### config.mk
export PLATFORM = sky130hd
export DESIGN_NAME = ffs_flags
export DESIGN_NICKNAME = d
export VERILOG_FILES = /design/src/rtl/ffs_pkg.sv /design/src/rtl/ffs_fifo_if.sv /design/src/rtl/ffs_flags.sv /design/src/rtl/ffs_sync.sv /design/src/rtl/ffs_fifo.sv
export SDC_FILE = /design/constraint.sdc
export NUM_CORES = 1
export LEC_CHECK = 0
export ABC_AREA = 1
export BUFFER_PORTS_ARGS = -buffer_cell sky130_fd_sc_hd__buf_2
export CAP_MARGIN = 0
export CORE_MARGIN = 2
export CORE_UTILIZATION = 40
export CTS_CLUSTER_SIZE = 40
export DETAILED_ROUTE_END_ITERATION = 7
export SYNTH_ARGS = -nofsm -noshare
export SYNTH_HDL_FRONTEND = slang
export SYNTH_SLANG_ARGS = --single-unit
### constraint.sdc
create_clock -name clk_in -period 8.9 [get_ports clk_in]
set_input_delay 1.335 -clock clk_in [delete_from_list [all_inputs] [get_ports clk_in]]
set_output_delay 1.335 -clock clk_in [all_outputs]
set_load 0.1 [all_outputs]
### src/rtl/ffs_pkg.sv
/*
 * Shared constants for the status flag and reset option block.
 * Assumes a single system clock; every value here is used by name.
 */
package ffs_pkg;
	localparam int DATA_W    = 36;
	localparam int HALF_W    = 18;
	localparam int DEPTH_DEF = 16;
	localparam int OFS_W     = 32;
	localparam int SUM_W     = 34;
	localparam int SYNC_W    = 11 + 2 * DATA_W + 1;
	// Parity bit positions inside a parallel offset word.
	localparam int PAR_B0    = 8;
	localparam int PAR_B1    = 17;
	localparam int PAR_B2    = 26;
	localparam int PAR_B3    = 35;
	// Off and on levels of the active-low flag pins.
	localparam logic FLAG_OFF = 1'b1;
	localparam logic FLAG_ON  = 1'b0;
	localparam logic [DATA_W-1:0] DATA_RST = 36'h0_0000_0000;
	typedef enum logic {FFS_STD, FFS_FALL} ffs_mode_e;
endpackage : ffs_pkg

### src/rtl/ffs_fifo_if.sv
/*
 * Bundle between the flag logic and its word buffer.
 * Assumes both ends run on the same clock.
 */
`timescale 1ns/1ps
interface ffs_fifo_if #(
	parameter int W = 36,
	parameter int D = 16
);
	logic                   clear;
	logic                   wr_valid;
	logic                   wr_ready;
	logic [W-1:0]           wr_data;
	logic                   rd_valid;
	logic                   rd_ready;
	logic [W-1:0]           rd_data;
	logic [$clog2(D+1)-1:0] level;
	modport buf_side  (input clear, wr_valid, wr_data, rd_ready,
		output wr_ready, rd_valid, rd_data, level);
	modport user_side (output clear, wr_valid, wr_data, rd_ready,
		input wr_ready, rd_valid, rd_data, level);
endinterface : ffs_fifo_if

### src/rtl/ffs_flags.sv
/*
 * Status flags, reset-time options, byte order and offset parity handling.
 * Assumes write and read clocks arrive as pins far slower than clk_in.
 */
// Operation
// Byte order pin caught during master reset
// Big order: most significant half first
// Little order: least significant half first
// Flag timing pin caught during master reset
// Async: almost-empty low on read, high write
// Async: almost-full low on write, high read
// Sync: almost-empty moves on read edges only
// Sync: almost-full moves on write edges only
// Parity placement pin caught during master reset
// Interspersed: bits 8,17,26,35 dropped from offset
// Plain: low 32 bits used, top ignored
// Parity choice never touches buffered data
// Standard full flag low when buffer full
// Fall-through input flag high when no space
// Input flag counts the output register word
// Full flag on write edges, two stages
// Standard empty flag low while buffer empty
// Output-ready low with data, high on read
// Last word stays shown, reads then ignored
// Empty flag two stages, output-ready three
// Standard almost-full at depth minus offset
// Fall-through almost-full at depth+1 minus offset
// Standard almost-empty at count within offset
// Fall-through almost-empty at offset plus one
// Fall-through select caught during master reset
// First word shown after three read edges
// Full flag frees within two write edges
// Empty flag frees within two read edges
// Offsets come from registers outside here
// Crossing values synchronised, flags change cleanly
`timescale 1ns/1ps
module ffs_flags
	import ffs_pkg::*;
#(
	parameter int DEPTH = ffs_pkg::DEPTH_DEF
) (
	input  wire logic                       clk_in,
	input  wire logic                       rst_n_in,
	input  wire logic                       wclk_pin_in,
	input  wire logic                       rclk_pin_in,
	input  wire logic                       write_en_n_in,
	input  wire logic                       read_en_n_in,
	input  wire logic                       master_reset_n_in,
	input  wire logic                       partial_reset_n_in,
	input  wire logic                       byte_order_sel_n_in,
	input  wire logic                       flag_timing_sel_in,
	input  wire logic                       parity_placement_sel_in,
	input  wire logic                       fall_through_sel_in,
	input  wire logic                       narrow_out_sel_in,
	input  wire logic                       offset_load_in,
	input  wire logic [ffs_pkg::DATA_W-1:0] data_in,
	input  wire logic [ffs_pkg::DATA_W-1:0] offset_word_in,
	input  wire logic [ffs_pkg::OFS_W-1:0]  full_offset_in,
	input  wire logic [ffs_pkg::OFS_W-1:0]  empty_offset_in,
	output logic      [ffs_pkg::DATA_W-1:0] data_out,
	output logic      [ffs_pkg::OFS_W-1:0]  parsed_offset_out,
	output logic                            full_flag_n_out,
	output logic                            input_space_n_out,
	output logic                            empty_flag_n_out,
	output logic                            output_ready_n_out,
	output logic                            almost_full_flag_n_out,
	output logic                            almost_empty_flag_n_out,
	output logic                            fall_through_mode_out
);
	import ffs_pkg::*;

	localparam int LW = $clog2(DEPTH + 1);

	ffs_fifo_if #(.W(DATA_W), .D(DEPTH)) buf_if ();

	logic [SYNC_W-1:0] pins_s;
	logic              wclk_s;
	logic              rclk_s;
	logic              wen_n_s;
	logic              ren_n_s;
	logic              mreset_n_s;
	logic              preset_n_s;
	logic              order_n_s;
	logic              timing_s;
	logic              parity_s;
	logic              fall_s;
	logic              narrow_s;
	logic              ofs_load_s;
	logic [DATA_W-1:0] data_s;
	logic [DATA_W-1:0] ofs_word_s;
	logic              wclk_d_reg;
	logic              rclk_d_reg;
	logic              wr_edge;
	logic              rd_edge;
	logic              flush;
	ffs_mode_e         mode_reg;
	logic              little_reg;
	logic              sync_tim_reg;
	logic              inter_reg;
	logic              narrow_reg;
	logic              fall;
	logic [SUM_W-1:0]  total;
	logic [SUM_W-1:0]  depth_eff;
	logic              full_raw;
	logic              af_raw;
	logic              ae_raw;
	logic              full_s1_reg;
	logic              full_s2_reg;
	logic              ne_s1_reg;
	logic              ne_s2_reg;
	logic              out_valid_reg;
	logic              pend_reg;
	logic              half_reg;
	logic              held_reg;
	logic [DATA_W-1:0] word_reg;
	logic              rd_req;
	logic              adv_half;
	logic              pop_std;
	logic              pop_fall;
	logic              paf_n_reg;
	logic              pae_n_reg;

	// Pins are slow against clk_in, so edges are found after resampling.
	ffs_sync #(.W(SYNC_W)) u_sync (
		.clk_in   (clk_in),
		.rst_n_in (rst_n_in),
		.d_in     ({wclk_pin_in, rclk_pin_in, write_en_n_in, read_en_n_in,
			master_reset_n_in, partial_reset_n_in, byte_order_sel_n_in,
			flag_timing_sel_in, parity_placement_sel_in,
			fall_through_sel_in, narrow_out_sel_in, data_in,
			offset_word_in, offset_load_in}),
		.q_out    (pins_s)
	);

	assign {wclk_s, rclk_s, wen_n_s, ren_n_s, mreset_n_s, preset_n_s,
		order_n_s, timing_s, parity_s, fall_s, narrow_s, data_s,
		ofs_word_s, ofs_load_s} = pins_s;

	ffs_fifo #(.W(DATA_W), .D(DEPTH)) u_fifo (
		.clk_in   (clk_in),
		.rst_n_in (rst_n_in),
		.port_if  (buf_if.buf_side)
	);

	// Picks the half shown on a narrow bus; full width passes untouched.
	function automatic logic [DATA_W-1:0] pick_half(
		input logic [DATA_W-1:0] w, input logic second,
		input logic little, input logic narrow);
		logic hi;
		hi = (second == little);
		if (!narrow) begin
			pick_half = w;
		end else if (hi) begin
			pick_half = {{HALF_W{1'b0}}, w[DATA_W-1:HALF_W]};
		end else begin
			pick_half = {{HALF_W{1'b0}}, w[HALF_W-1:0]};
		end
	endfunction : pick_half

	assign wr_edge = wclk_s && !wclk_d_reg;
	assign rd_edge = rclk_s && !rclk_d_reg;
	assign flush   = !mreset_n_s || !preset_n_s;
	assign fall    = (mode_reg == FFS_FALL);

	always_ff @(posedge clk_in or negedge rst_n_in) begin
		if (!rst_n_in) begin
			wclk_d_reg <= 1'b0;
			rclk_d_reg <= 1'b0;
		end else begin
			wclk_d_reg <= wclk_s;
			rclk_d_reg <= rclk_s;
		end
	end

	// Options follow their pins while master reset is held, then freeze.
	always_ff @(posedge clk_in or negedge rst_n_in) begin
		if (!rst_n_in) begin
			mode_reg     <= FFS_STD;
			little_reg   <= 1'b0;
			sync_tim_reg <= 1'b0;
			inter_reg    <= 1'b0;
			narrow_reg   <= 1'b0;
		end else if (!mreset_n_s) begin
			mode_reg     <= fall_s ? FFS_FALL : FFS_STD;
			little_reg   <= order_n_s;
			sync_tim_reg <= timing_s;
			inter_reg    <= parity_s;
			narrow_reg   <= narrow_s;
		end
	end

	// Only the offset path looks at parity placement; data never does.
	always_ff @(posedge clk_in or negedge rst_n_in) begin
		if (!rst_n_in) begin
			parsed_offset_out <= '0;
		end else if (wr_edge && ofs_load_s) begin
			if (inter_reg) begin
				parsed_offset_out <= {ofs_word_s[PAR_B3-1:PAR_B2+1],
					ofs_word_s[PAR_B2-1:PAR_B1+1],
					ofs_word_s[PAR_B1-1:PAR_B0+1],
					ofs_word_s[PAR_B0-1:0]};
			end else begin
				parsed_offset_out <= ofs_word_s[OFS_W-1:0];
			end
		end
	end

	assign buf_if.clear    = flush;
	assign buf_if.wr_data  = data_s;
	assign buf_if.wr_valid = wr_edge && !wen_n_s && !ofs_load_s
		&& !full_s2_reg;

	// Occupancy in fall-through mode includes the word on the outputs.
	// A word between its pop and the output register still counts.
	assign total = SUM_W'(buf_if.level)
		+ SUM_W'(fall && (out_valid_reg || pend_reg));
	assign depth_eff = fall ? SUM_W'(DEPTH + 1) : SUM_W'(DEPTH);
	assign full_raw  = (total >= depth_eff);
	assign af_raw    = (total + SUM_W'(full_offset_in) >= depth_eff);
	assign ae_raw    = fall
		? (total <= SUM_W'(empty_offset_in) + SUM_W'(1))
		: (total <= SUM_W'(empty_offset_in));

	// Two write-edge stages keep a late read from glitching the pin.
	always_ff @(posedge clk_in or negedge rst_n_in) begin
		if (!rst_n_in) begin
			full_s1_reg <= 1'b0;
			full_s2_reg <= 1'b0;
		end else if (flush) begin
			full_s1_reg <= 1'b0;
			full_s2_reg <= 1'b0;
		end else if (wr_edge) begin
			full_s1_reg <= full_raw;
			full_s2_reg <= full_s1_reg;
		end
	end

	assign full_flag_n_out   = fall ? FLAG_OFF : !full_s2_reg;
	assign input_space_n_out = fall ? full_s2_reg : FLAG_OFF;

	always_ff @(posedge clk_in or negedge rst_n_in) begin
		if (!rst_n_in) begin
			ne_s1_reg <= 1'b0;
			ne_s2_reg <= 1'b0;
		end else if (flush) begin
			ne_s1_reg <= 1'b0;
			ne_s2_reg <= 1'b0;
		end else if (rd_edge) begin
			ne_s1_reg <= buf_if.rd_valid;
			ne_s2_reg <= ne_s1_reg;
		end
	end

	assign empty_flag_n_out   = fall ? FLAG_OFF : ne_s2_reg;
	assign output_ready_n_out = fall ? !out_valid_reg : FLAG_OFF;

	// Read side: a narrow bus shows the second half before popping again.
	assign rd_req   = rd_edge && !ren_n_s;
	assign adv_half = rd_req && narrow_reg && !half_reg
		&& (fall ? out_valid_reg : held_reg);
	assign pop_std  = !fall && rd_req && !adv_half && ne_s2_reg
		&& buf_if.rd_valid;
	assign pop_fall = fall && rd_edge && !pend_reg && ne_s2_reg
		&& buf_if.rd_valid && !adv_half
		&& (!out_valid_reg || !ren_n_s);
	assign buf_if.rd_ready = pop_std || pop_fall;

	always_ff @(posedge clk_in or negedge rst_n_in) begin
		if (!rst_n_in) begin
			pend_reg <= 1'b0;
		end else begin
			pend_reg <= buf_if.rd_ready && !flush;
		end
	end

	always_ff @(posedge clk_in or negedge rst_n_in) begin
		if (!rst_n_in) begin
			out_valid_reg <= 1'b0;
		end else if (flush) begin
			out_valid_reg <= 1'b0;
		end else if (pend_reg && fall) begin
			out_valid_reg <= 1'b1;
		end else if (fall && rd_req && out_valid_reg && !adv_half
			&& !pop_fall) begin
			out_valid_reg <= 1'b0;
		end
	end

	// The last word stays on the pins after it is read out.
	always_ff @(posedge clk_in or negedge rst_n_in) begin
		if (!rst_n_in) begin
			word_reg <= DATA_RST;
			data_out <= DATA_RST;
			half_reg <= 1'b0;
			held_reg <= 1'b0;
		end else if (flush) begin
			half_reg <= 1'b0;
			held_reg <= 1'b0;
		end else if (pend_reg) begin
			word_reg <= buf_if.rd_data;
			data_out <= pick_half(buf_if.rd_data, 1'b0, little_reg,
				narrow_reg);
			half_reg <= 1'b0;
			held_reg <= 1'b1;
		end else if (adv_half) begin
			data_out <= pick_half(word_reg, 1'b1, little_reg, narrow_reg);
			half_reg <= 1'b1;
		end
	end

	// Async timing moves each flag from both sides; sync uses one side.
	always_ff @(posedge clk_in or negedge rst_n_in) begin
		if (!rst_n_in) begin
			paf_n_reg <= FLAG_OFF;
		end else if (flush) begin
			paf_n_reg <= FLAG_OFF;
		end else if (sync_tim_reg) begin
			if (wr_edge) begin
				paf_n_reg <= !af_raw;
			end
		end else if (wr_edge && af_raw) begin
			paf_n_reg <= FLAG_ON;
		end else if (rd_edge && !af_raw) begin
			paf_n_reg <= FLAG_OFF;
		end
	end

	always_ff @(posedge clk_in or negedge rst_n_in) begin
		if (!rst_n_in) begin
			pae_n_reg <= FLAG_ON;
		end else if (flush) begin
			pae_n_reg <= FLAG_ON;
		end else if (sync_tim_reg) begin
			if (rd_edge) begin
				pae_n_reg <= !ae_raw;
			end
		end else if (rd_edge && ae_raw) begin
			pae_n_reg <= FLAG_ON;
		end else if (wr_edge && !ae_raw) begin
			pae_n_reg <= FLAG_OFF;
		end
	end

	assign almost_full_flag_n_out  = paf_n_reg;
	assign almost_empty_flag_n_out = pae_n_reg;
	assign fall_through_mode_out   = fall;
endmodule : ffs_flags

### src/rtl/ffs_sync.sv
/*
 * Two-stage synchroniser for a bundle of pin levels.
 * Assumes the pins are quasi-static against the system clock.
 */
`timescale 1ns/1ps
module ffs_sync #(
	parameter int W = 8
) (
	input  wire logic         clk_in,
	input  wire logic         rst_n_in,
	input  wire logic [W-1:0] d_in,
	output logic      [W-1:0] q_out
);
	logic [W-1:0] meta_reg;

	// The first stage feeds only the second to keep metastability local.
	always_ff @(posedge clk_in or negedge rst_n_in) begin
		if (!rst_n_in) begin
			meta_reg <= '0;
			q_out    <= '0;
		end else begin
			meta_reg <= d_in;
			q_out    <= meta_reg;
		end
	end
endmodule : ffs_sync

### src/rtl/ffs_fifo.sv
/*
 * Word buffer with registered read data and a live fill level.
 * Assumes the user never pushes when not ready nor pops when empty.
 */
`timescale 1ns/1ps
module ffs_fifo #(
	parameter int W = 36,
	parameter int D = 16
) (
	input  wire logic clk_in,
	input  wire logic rst_n_in,
	ffs_fifo_if.buf_side port_if
);
	localparam int PW = $clog2(D);
	localparam int LW = $clog2(D+1);

	logic [W-1:0]  mem [D];
	logic [PW-1:0] wptr_reg;
	logic [PW-1:0] rptr_reg;
	logic [LW-1:0] cnt_reg;
	logic          push;
	logic          pop;

	function automatic logic [PW-1:0] next_ptr(input logic [PW-1:0] p);
		next_ptr = (p == PW'(D - 1)) ? '0 : p + 1'b1;
	endfunction : next_ptr

	assign port_if.wr_ready = (cnt_reg != LW'(D));
	assign port_if.rd_valid = (cnt_reg != '0);
	assign port_if.level    = cnt_reg;
	assign push = port_if.wr_valid && port_if.wr_ready;
	assign pop  = port_if.rd_ready && port_if.rd_valid;

	always_ff @(posedge clk_in) begin
		if (push) begin
			mem[wptr_reg] <= port_if.wr_data;
		end
	end

	always_ff @(posedge clk_in or negedge rst_n_in) begin
		if (!rst_n_in) begin
			port_if.rd_data <= '0;
		end else if (pop) begin
			port_if.rd_data <= mem[rptr_reg];
		end
	end

	always_ff @(posedge clk_in or negedge rst_n_in) begin
		if (!rst_n_in) begin
			wptr_reg <= '0;
			rptr_reg <= '0;
			cnt_reg  <= '0;
		end else if (port_if.clear) begin
			wptr_reg <= '0;
			rptr_reg <= '0;
			cnt_reg  <= '0;
		end else begin
			if (push) begin
				wptr_reg <= next_ptr(wptr_reg);
			end
			if (pop) begin
				rptr_reg <= next_ptr(rptr_reg);
			end
			if (push && !pop) begin
				cnt_reg <= cnt_reg + 1'b1;
			end else if (pop && !push) begin
				cnt_reg <= cnt_reg - 1'b1;
			end
		end
	end
endmodule : ffs_fifo

==> results.sh, run 1 <==
export IMPL_status="complete, no violations"
export IMPL_num_vias=24200
export IMPL_ys_types=55
export IMPL_cts_hold_buf=0
export IMPL_cts_resized=0
export IMPL_rsz0062_at_grt="no"
export IMPL_drc=0
export IMPL_skew_ns=0.0568
export IMPL_path_buf_inv=2
export IMPL_htree_levels=3
export IMPL_drt_wl_total_mm=93.1
export IMPL_io_buffers=223
export IMPL_grtUsageTotal_pct=19.6
export IMPL_synth_warnings=0
export IMPL_antenna_found_initial=11
export IMPL_drv_slew=0
export IMPL_grt_pass1_wl_mm=142
export IMPL_ant_nets=0
export IMPL_cts_tree="built"
export IMPL_via_per_inst=5.24
export IMPL_ys_ff_latch=912
export IMPL_worstPathCellList="nand2_1 -> nand2_1 -> ha_1 -> ha_1 -> nand3_1 -> xor2_1 -> ha_1 -> nand2_1 -> inv_1 -> nand2_1 -> inv_1 -> nand2_1 -> nand2_1 -> xor2_1 -> nor2_1 -> nand3_1 -> nor2_1 -> nand3_1 -> nor2_1 -> nand3_1 -> nand2_1"
export IMPL_synth_edf_count=576
export IMPL_max_slew_margin_pct=24.5
export IMPL_ioPinCount=225
export IMPL_fp_dieW_um=308
export IMPL_fp_row_count=111
export IMPL_slowest_stage="dfrtp_1"
export IMPL_cts_path_max_buffers=3
export IMPL_postSynthCellCount=3153
export IMPL_cts_buffers=95
export IMPL_min_period_ns=4.12
export IMPL_syn_nets=3337
export IMPL_synth_ff_type="edfxtp_1"
export IMPL_final_nets=3527
export IMPL_clock_sinks=912
export IMPL_nFillCells=8325
export IMPL_synth_avg_cell_area_sq_um=11.7
export IMPL_irDropWorstVdd_mv=0.145
export IMPL_cp_required_ns=9.49
export IMPL_fin_setup_tns_ns=0
export IMPL_grt_max_degree=188
export IMPL_start_util_pct=40.3
export IMPL_drv_cap=0
export IMPL_cts_clk_slew_worst_paths_ns=0.06
export IMPL_overflow=0
export IMPL_post_cts_buffers=0
export IMPL_routabilityCongestion=0.887
export IMPL_synthArstFlopShare_pct=36.8
export IMPL_start_kind="flip-flop"
export IMPL_largest_register_ffs=576
export IMPL_cp_arrival_ns=4.71
export IMPL_cp_max_fo=22
export IMPL_hold_violations=0
export IMPL_seq_area_frac_synth_pct=69.7
export IMPL_register_area_sq_um=25700
export IMPL_multi_input_area_sq_um=10000
export IMPL_fmax_ghz=0.243
export IMPL_p_leak_nw=16.3
export IMPL_end_kind="flip-flop"
export IMPL_syn_area_sq_um=36900
export IMPL_crit_type="reg2reg"
export IMPL_path_common_cell="nand2_1"
export IMPL_die_area_sq_um=94600
export IMPL_hpwl_mm=52.6
export IMPL_grt_pass1_vias=23000
export IMPL_first_iter_violations=2143
export IMPL_cpPeakStageDelay_ns=0.95
export IMPL_wl_per_cell_um=20.2
export IMPL_tightest_slew_ns=1.13
export IMPL_critPathTopFamily="simple AND/OR/NAND/NOR gates"
export IMPL_core_area_sq_um=91500
export IMPL_layout_common_cells="576 x edfxtp_1, 473 x nor2_1, 431 x nand2_1"
export IMPL_setup_violations=0
export IMPL_clock_latency_ns=0.68
export IMPL_area_growth_pct=15.0
export IMPL_layout_commonest_cell="edfxtp_1"
export IMPL_cts_root_buf="clkbuf_16"
export IMPL_dr_pass1_iters=5
export IMPL_drive_gt1_share_pct=14.6
export IMPL_power_density_nw_per_um2=213
export IMPL_hold_path_class="reg2reg"
export IMPL_final_util_pct=46.3
export IMPL_fin_crit_sh_pct=46.3
export IMPL_die_h_um=308
## worst register-to-register path, cell delays in order (launching register included)
cell	delay, ns
dfrtp_1	0.95
nand2_1	0.17
nand2_1	0.14
ha_1	0.17
ha_1	0.19
nand3_1	0.10
xor2_1	0.46
ha_1	0.38
nand2_1	0.12
inv_1	0.06
nand2_1	0.08
inv_1	0.04
nand2_1	0.05
nand2_1	0.13
xor2_1	0.17
nor2_1	0.19
nand3_1	0.11
nor2_1	0.14
nand3_1	0.09
nor2_1	0.09
nand3_1	0.13
nand2_1	0.09
## logic make-up (layout without fill, tap and decap cells)
logic type      Yosys count  after routing  share of synthesized area (%)
simple gates           1102           1102                           12.5
flops                   912            912                           69.7
compound gates          713            713                           11.5
buf+inv                 333            603                           3.53
fa+ha+maj                34             34                           1.19
xor+xnor                 31             31                          0.736
mux                      28             28                          0.855
other cells               0              5                              0
## area by class of cell
type,count,area share [%]
sequential,912,60.7
timing repair buffer,257,3.29
multi-input combinational,1908,23.6
antenna,5,0.0295
tap,1186,3.50
clock inverter,36,0.879
clock buffer,141,6.51
inverter,169,1.53
## cells in the mapped netlist, types with 2 or more instances
cell / number / area (sq um)
o41ai_1: 18 / 158
o221ai_1: 41 / 359
nand3_1: 73 / 365
nand2_2: 11 / 68.8
nand4_1: 30 / 188
edfxtp_1: 576 / 17300
nor3_1: 19 / 95.1
xor2_1: 20 / 175
o22ai_1: 106 / 663
a21oi_1: 38 / 190
nor2_4: 5 / 56.3
o21bai_1: 2 / 15.0
clkinv_1: 3 / 11.3
mux2_2: 28 / 315
inv_1: 158 / 593
nand3b_1: 10 / 75.1
buf_1: 6 / 22.5
buf_2: 30 / 150
clkbuf_1: 125 / 469
a41oi_1: 36 / 315
o21ai_0: 400 / 2000
o211ai_1: 55 / 413
nor2_1: 491 / 1840
nand2_1: 432 / 1620
o31ai_1: 2 / 15.0
nor2_2: 7 / 43.8
fa_1: 2 / 40.0
ha_1: 32 / 400
a221oi_1: 2 / 17.5
nand3_2: 2 / 20.0
nor4_1: 8 / 50.1
xnor2_1: 11 / 96.3
nor2_8: 3 / 60.1
nor3_2: 2 / 20.0
o21ai_1: 5 / 25.0
nand4_2: 2 / 25.0
buf_4: 2 / 15.0
dfrtp_1: 335 / 8380
and2_1: 2 / 12.5
inv_2: 8 / 30.0
## path summary, 6_finish.rpt
kind	cells after the start	startpoint	slack (ns)	end
worst min register to register	0	u_sync.meta_reg[67]	0.34	u_sync.q_out[67]
min in group asynchronous	1	rst_n_in	0.66	u_sync.meta_reg[71]
max in group asynchronous	3	rst_n_in	6.35	u_sync.q_out[82]
worst max register to register	21	pend_reg	4.78	almost_full_flag_n_out
worst min-delay path	0	u_sync.meta_reg[67]	0.34	u_sync.q_out[67]
worst max-delay path	21	pend_reg	4.78	almost_full_flag_n_out
## metrics by stage
| step | hold WS, ns | total power, mW | instance area, sq um | setup WS (ns) | instances |
|---|---|---|---|---|---|
| 6_report | 0.339 | 9.05 | 42400 | 4.78 | 4614 |
| 5_1_grt | 0.343 | 9.36 | 42400 | 4.31 | 4614 |
| 4_1_cts | 0.338 | 9.14 | 42400 | 4.67 | 4609 |
| 3_5_place_dp | 0.335 | 5.23 | 39200 | 4.69 | 4432 |
| 3_3_place_gp | 0.332 | 5.23 | 39200 | 4.76 | 4432 |
| 2_1_floorplan | 0.331 | 5.05 | 36900 | 5.08 | 3153 |
## report_power, final
part	total [mW]	leakage, nW	switching [mW]	internal, mW
logic	0.494	5.40	0.395	0.0986
registers	4.65	9.40	0.0670	4.58
clock network	3.90	1.54	1.67	2.23
## per-layer routing
layer  up-vias  GRT usage (%)  routed length (um)
met5         -              0                  13
li1      11600              -                   -
met1     11900           27.4               41400
met2       616           32.2               45000
met4         2           5.73                1890
met3       106           2.44                4740
Power figures use the tool's default switching activity.
==> run 2: changes to the inputs <==
ABC_AREA = 0   (was 1)
clock period = 3.4 ns   (was 8.9 ns; I/O delays follow)
==> run 2 against run 1 <==
Sequential share of layout area fell by 0.60 points. Clock power rose to 2.6 times the previous value. Cell count fell by 22%. Largest cell class unchanged. Critical endpoint unchanged. Worst hold slack got worse by 0.16 ns. Highest routed layer is now met4. Sequential cell count did not move.
==> results.sh, run 2 <==
export IMPL_drc=0
export IMPL_antenna_found_initial=4
export IMPL_cts_path_max_buffers=3
export IMPL_reg2reg_slack_ns=0.002
export IMPL_ioPinCount=225
export IMPL_first_iter_violations=1613
export IMPL_cts_tree="built"
export IMPL_finalPower_mw=23.6
export IMPL_wl_per_cell_um=22.8
export IMPL_overflow=0
export IMPL_irDropWorstVdd_mv=0.380
export IMPL_slowest_stage="a221oi_4"
export IMPL_start_util_pct=40.2
export IMPL_max_slew_margin_pct=42.4
export IMPL_num_vias=19100
export IMPL_p_leak_nw=15.6
export IMPL_cp_max_fo=6
export IMPL_status="complete, no violations"
export IMPL_layout_common_cells="576 x edfxtp_1, 329 x dfrtp_1, 222 x buf_2"
export IMPL_seq_area_frac_synth_pct=72.6
export IMPL_postSynthCellCount=1954
export IMPL_hpwl_mm=49.0
export IMPL_setup_violations=0
export IMPL_drive_gt1_share_pct=32.4
export IMPL_min_from="full_offset_in[31]"
export IMPL_fp_dieW_um=301
export IMPL_area_growth_pct=21.0
export IMPL_min_period_ns=3.40
export IMPL_hold_violations=0
export IMPL_die_h_um=301
export IMPL_synth_common_cells="576 x edfxtp_1, 335 x dfrtp_1, 180 x mux4_2, 127 x nand2_1, 104 x mux2_2"
export IMPL_grt_util_met3_pct=2.74
export IMPL_antenna_cells=0
export IMPL_timing_rr_end="almost_full_flag_n_out"
export IMPL_end_kind="flip-flop"
export IMPL_grtUsageTotal_pct=18.1
export IMPL_synth_warnings=0
export IMPL_syn_area_sq_um=35400
export IMPL_final_util_pct=48.7
export IMPL_min_path_cells=4
export IMPL_ys_types=55
export IMPL_use_met2_pct=30.4
export IMPL_drv_slew=0
export IMPL_start_kind="flip-flop"
export IMPL_ys_ff_latch=912
export IMPL_synth_edf_count=576
export IMPL_synth_top_cell_area_share_pct=48.9
export IMPL_die_area_sq_um=90900
export IMPL_cts_root_buf="clkbuf_16"
export IMPL_ys_top_cells_by_area="edfxtp_1 49%, dfrtp_1 24%, mux4_2 11%, mux2_2 3.3%, mux2i_1 1.6%"
export IMPL_nFillCells=7317
export IMPL_min_to="almost_full_flag_n_out"
export IMPL_worstPathCellList="inv_2 -> nor2_4 -> ha_4 -> nand3_2 -> xnor2_2 -> ha_1 -> a21o_1 -> a221oi_4 -> buf_4 -> a2111oi_2 -> or3_1 -> nand2_1 -> o211ai_1 -> or4_4 -> o21ai_2"
export IMPL_synth_avg_cell_area_sq_um=18.1
export IMPL_yosys_area_top_type="edfxtp_1"
export IMPL_cts_clk_slew_worst_paths_ns=0.06
export IMPL_synthArstFlopShare_pct=36.8
export IMPL_hold_path_class="in2reg"
export IMPL_cpPeakStageDelay_ns=0.50
export IMPL_grt_max_degree=79
export IMPL_cts_buffers=95
export IMPL_grt_pass1_vias=19900
export IMPL_htree_levels=3
export IMPL_power_density_nw_per_um2=550
export IMPL_drt_wl_total_mm=82.2
export IMPL_path_buf_inv=2
export IMPL_worstReg2RegStart="fall_through_mode_out"
export IMPL_io_buffers=223
export IMPL_clock_latency_ns=0.66
export IMPL_ant_nets=0
export IMPL_grt_busiest_layer="met2"
export IMPL_via_per_inst=5.30
export IMPL_tightest_slew_ns=0.861
export IMPL_final_nets=2542
export IMPL_crit_type="reg2reg"
export IMPL_reg2reg_depth=15
export IMPL_largest_register_ffs=576
export IMPL_routabilityCongestion=0.875
export IMPL_fin_crit_sh_pct=99.9
export IMPL_synth_ff_type="edfxtp_1"
export IMPL_core_area_sq_um=88000
export IMPL_grt_pass1_wl_mm=124
export IMPL_rsz0062_at_grt="yes"
export IMPL_dr_pass1_iters=5
export IMPL_cp_required_ns=3.98
export IMPL_syn_nets=2138
export IMPL_cp_arrival_ns=3.98
export IMPL_clock_sinks=912
export IMPL_grt_use_met1_pct=25.1
export IMPL_fp_row_count=109
export IMPL_layout_commonest_cell="edfxtp_1"
export IMPL_yosys_cell_count_top_type="edfxtp_1"
export IMPL_drv_cap=0
export IMPL_critPathTopFamily="simple AND/OR/NAND/NOR gates"
export IMPL_fmax_ghz=0.294
export IMPL_skew_ns=0.0340
==> run 2: cell count changes after synthesis, sizes merged, moves of 76 or more <==
cell   before  now
mux4        0  180
o21ai     405   63
mux2       28  104
nand2     444  127
nor2      506   58
o22ai     106    5
inv       166   24
==> run 2: routing by layer <==
metal | up-vias | wire [um]
li1 | 8457 | -
met1 | 10000 | 35600
met2 | 523 | 41100
met3 | 99 | 4210
met4 | 0 | 1310
met5 | - | 0
==> run 2: cell families after synthesis <==
kind of cell,share of synthesized area [%]
buf+inv,1.23
fa+ha+maj,1.24
flops,72.6
mux,16.4
xor+xnor,0.520
compound gates,3.42
simple gates,4.58
==> run 2: area by class of cell <==
| type | count | area (sq um) | area share, % |
|---|---|---|---|
| sequential | 912 | 25700 | 60.1 |
| multi-input combinational | 931 | 9560 | 22.3 |
| timing repair buffer | 394 | 2920 | 6.82 |
| clock buffer | 124 | 2590 | 6.04 |
| tap | 1165 | 1460 | 3.40 |
| clock inverter | 55 | 487 | 1.14 |
| inverter | 24 | 90.1 | 0.210 |
==> run 2: worst max-delay path by stage <==
stage	start	endpoint	slack [ns]	cells past startpoint
floorplan	pend_reg	almost_full_flag_n_out	-0.21	18
global placement	fall_through_mode_out	almost_full_flag_n_out	-0.08	14
detailed placement	fall_through_mode_out	almost_full_flag_n_out	-0.14	14
CTS	fall_through_mode_out	almost_full_flag_n_out	-0.05	14
global route	fall_through_mode_out	almost_full_flag_n_out	-0.15	15
finish	fall_through_mode_out	almost_full_flag_n_out	0.002	15
==> run 2: tightest hold or removal path: cells and delay by family <==
family / cells / cell delay, ns
AOI/OAI and AO/OA: 2 / 0.14
buffers and inverters: 1 / 0.09
and+or+nand+nor: 1 / 0.08
==> run 2: repair_timing <==
item / CTS / global route
pin swaps: 10 / 6
resized for setup: 11 / 2
hold buffers: 84 / 0
endpoints found under the hold margin: 148 / 0
setup buffers: 4 / 0
cloned: 0 / 0
endpoints found under the setup margin: 1 / 1
==> run 2: power by group <==
group / internal [mW] / switching, mW
clock: 5.78 / 4.28
combinational: 0.346 / 0.977
sequential: 12.0 / 0.170
==> run 2: through the flow <==
stage	cell area, sq um	hold WS (ns)	worst slack (ns)	setup TNS, ns	std cells
after detailed placement	38800	0.335	-0.138	-0.138	3338
after global routing	42800	0.179	-0.152	-0.152	3605
final	42800	0.179	0.00224	0	3605
after global placement	38800	0.332	-0.0775	-0.0775	3338
after floorplan	35600	0.214	-0.206	-1.51	1954
after CTS	42800	0.134	-0.0496	-0.0496	3605
==> run 3: changes to the inputs <==
ABC_CLOCK_PERIOD_IN_PS = 3400   (was default)
GPL_TIMING_DRIVEN = 0   (was default)
MAX_ROUTING_LAYER = met4   (was default)
==> run 3 against run 2 <==
Non-clock buffer count increased by 46. Clock power up 6%. Combinational power hardly changed. The run now ends with negative setup slack left. Largest power group unchanged. Global-route usage is 1.7 points higher. Critical path depth grew 1. Die area is the same. Wire length up 6.1%. Largest cell class unchanged. Cell count grew 1.3%. Core utilization increased by 0.48 points. First-iteration DRC count increased by 13%. Critical path type unchanged. Sequential power barely moved.
==> results.sh, run 3 (synthesis results as in run 2) <==
export IMPL_ioPinCount=225
export IMPL_reg2reg_slack_ns=-0.33
export IMPL_dr_pass1_iters=7
export IMPL_start_util_pct=40.2
export IMPL_min_from="full_offset_in[31]"
export IMPL_cp_max_fo=5
export IMPL_fin_crit_sh_pct=110
export IMPL_fp_dieW_um=301
export IMPL_cts_root_buf="clkbuf_16"
export IMPL_setup_slack_ns=-0.327
export IMPL_core_area_sq_um=88000
export IMPL_cts_path_max_buffers=3
export IMPL_holdWs_ns=0.160
export IMPL_nFillCells=7281
export IMPL_die_h_um=301
export IMPL_worstReg2RegStart="fall_through_mode_out"
export IMPL_rsz0062_at_grt="yes"
export IMPL_fp_row_count=109
export IMPL_cts_tree="built"
export IMPL_wl_per_cell_um=23.9
export IMPL_grt_pass1_wl_mm=130
export IMPL_crit_type="reg2reg"
export IMPL_num_vias=19600
export IMPL_htree_levels=3
export IMPL_io_buffers=222
export IMPL_irDropWorstVdd_mv=0.380
export IMPL_reg2reg_depth=16
export IMPL_hold_violations=0
export IMPL_cp_arrival_ns=4.30
export IMPL_dp_slack_ns=-0.822
export IMPL_startpoint="fall_through_mode_out"
export IMPL_routabilityCongestion=0.876
export IMPL_overflow=0
export IMPL_layout_common_cells="576 x edfxtp_1, 332 x dfrtp_1, 235 x buf_2"
export IMPL_drive_gt1_share_pct=31.3
export IMPL_min_period_ns=3.73
export IMPL_clock_latency_ns=0.67
export IMPL_layout_commonest_cell="edfxtp_1"
export IMPL_cts_buffers=97
export IMPL_drt_wl_total_mm=87.2
export IMPL_hold_path_class="in2reg"
export IMPL_drv_cap=0
export IMPL_cts_clk_slew_worst_paths_ns=0.06
export IMPL_skew_ns=0.0480
export IMPL_cp_required_ns=3.98
export IMPL_max_slew_margin_pct=26.5
export IMPL_drv_slew=0
export IMPL_end_kind="flip-flop"
export IMPL_area_growth_pct=22.2
export IMPL_largest_register_ffs=576
export IMPL_fmax_ghz=0.268
export IMPL_setup_violations=1
export IMPL_first_iter_violations=1816
export IMPL_grt_pass1_vias=20400
export IMPL_endpoint="almost_full_flag_n_out"
export IMPL_antenna_found_initial=5
export IMPL_hpwl_mm=57.4
export IMPL_p_leak_nw=15.8
export IMPL_via_per_inst=5.37
export IMPL_tightest_slew_ns=1.10
export IMPL_violations="negative setup slack"
export IMPL_ant_nets=0
export IMPL_grtUsageTotal_pct=19.9
export IMPL_start_kind="flip-flop"
export IMPL_die_area_sq_um=90900
export IMPL_timing_rr_end="almost_full_flag_n_out"
export IMPL_grt_max_degree=129
export IMPL_clock_sinks=912
export IMPL_power_density_nw_per_um2=559
export IMPL_final_nets=2590
export IMPL_status="complete, but fails checks"
export IMPL_drc=0
[run 3: cell count changes in the layout (fill, tap and decap cells not counted), moves of 5 or more]
cell | previous run | this run
buf_1 | 0 | 6
buf_12 | 24 | 14
buf_16 | 0 | 9
buf_2 | 222 | 235
buf_4 | 63 | 19
buf_8 | 1 | 6
clkbuf_1 | 20 | 79
clkbuf_8 | 8 | 15
clkinv_1 | 20 | 9
[run 3: worst min path at each step]
stage,endpoint,cells after the start,slack [ns]
6_report,almost_full_flag_n_out,4,0.16
5_1_grt,almost_full_flag_n_out,4,0.15
4_1_cts,almost_full_flag_n_out,4,0.14
3_5_place_dp,u_sync.q_out[33],0,0.33
3_3_place_gp,u_sync.q_out[75],0,0.33
2_1_floorplan,almost_empty_flag_n_out,0,0.21
[run 3: power breakdown]
part | internal, mW | switching (mW)
combinational | 0.342 | 0.979
sequential | 12.0 | 0.174
clock | 6.30 | 4.40
total | 18.6 | 5.55
[run 3: cell type report]
cell class | instances | area (sq um) | area share, %
Multi-Input combinational cell | 931 | 9610 | 22.2
Clock buffer | 132 | 2740 | 6.34
Sequential cell | 912 | 25700 | 59.5
Antenna cell | 1 | 2.50 | 0.00579
Timing Repair Buffer | 356 | 2740 | 6.33
Buffer | 84 | 349 | 0.807
Tap cell | 1165 | 1460 | 3.37
Inverter | 24 | 95.1 | 0.220
Clock inverter | 48 | 542 | 1.25
[run 3: what timing repair did]
item / 4_1_cts / 5_1_grt
cloned: 1 / 0
endpoints found under the setup margin: 10 / 31
hold buffers: 84 / 0
hold endpoints to repair: 134 / 0
pin swaps: 10 / 13
buffers inserted: 7 / 16
resized for setup: 15 / 19
[run 3: metrics by stage]
| stage | utilization, % | total power, mW | setup TNS [ns] | area, sq um | std cells |
|---|---|---|---|---|---|
| CTS | 48.9 | 24.4 | -0.357 | 43100 | 3637 |
| global route | 49.2 | 25.0 | -0.636 | 43200 | 3653 |
| floorplan | - | 13.2 | -1.51 | 35600 | 1954 |
| global placement | 43.3 | 13.6 | -2825.40 | 38100 | 3341 |
| finish | 49.2 | 24.2 | -0.327 | 43200 | 3653 |
| detailed placement | 44.1 | 13.6 | -1.17 | 38800 | 3367 |
[run 3: worst max-delay path, stage by stage, from the launching register on]
cell and delay [ns]:
dfrtp_4 0.45, inv_6 0.04, nor2_4 0.12, ha_4 0.16
ha_4 0.16, nand3_4 0.10, xnor2_4 0.25, ha_4 0.25
and3_4 0.16, a221oi_4 0.45, buf_6 0.18, a2111oi_4 0.06
or3_1 0.40, nand2_2 0.09, o211ai_1 0.09, or4_1 0.55
o21ai_1 0.15
[run 3: metal layers]
layer  track usage, %  vias to the layer above  wire length (um)
met5                -                        -                 0
met4             5.15                        0              1790
met3             3.05                      128              4960
met2             33.0                      619             44400
met1             25.7                    10300             36100
li1                 -                     8581                 -
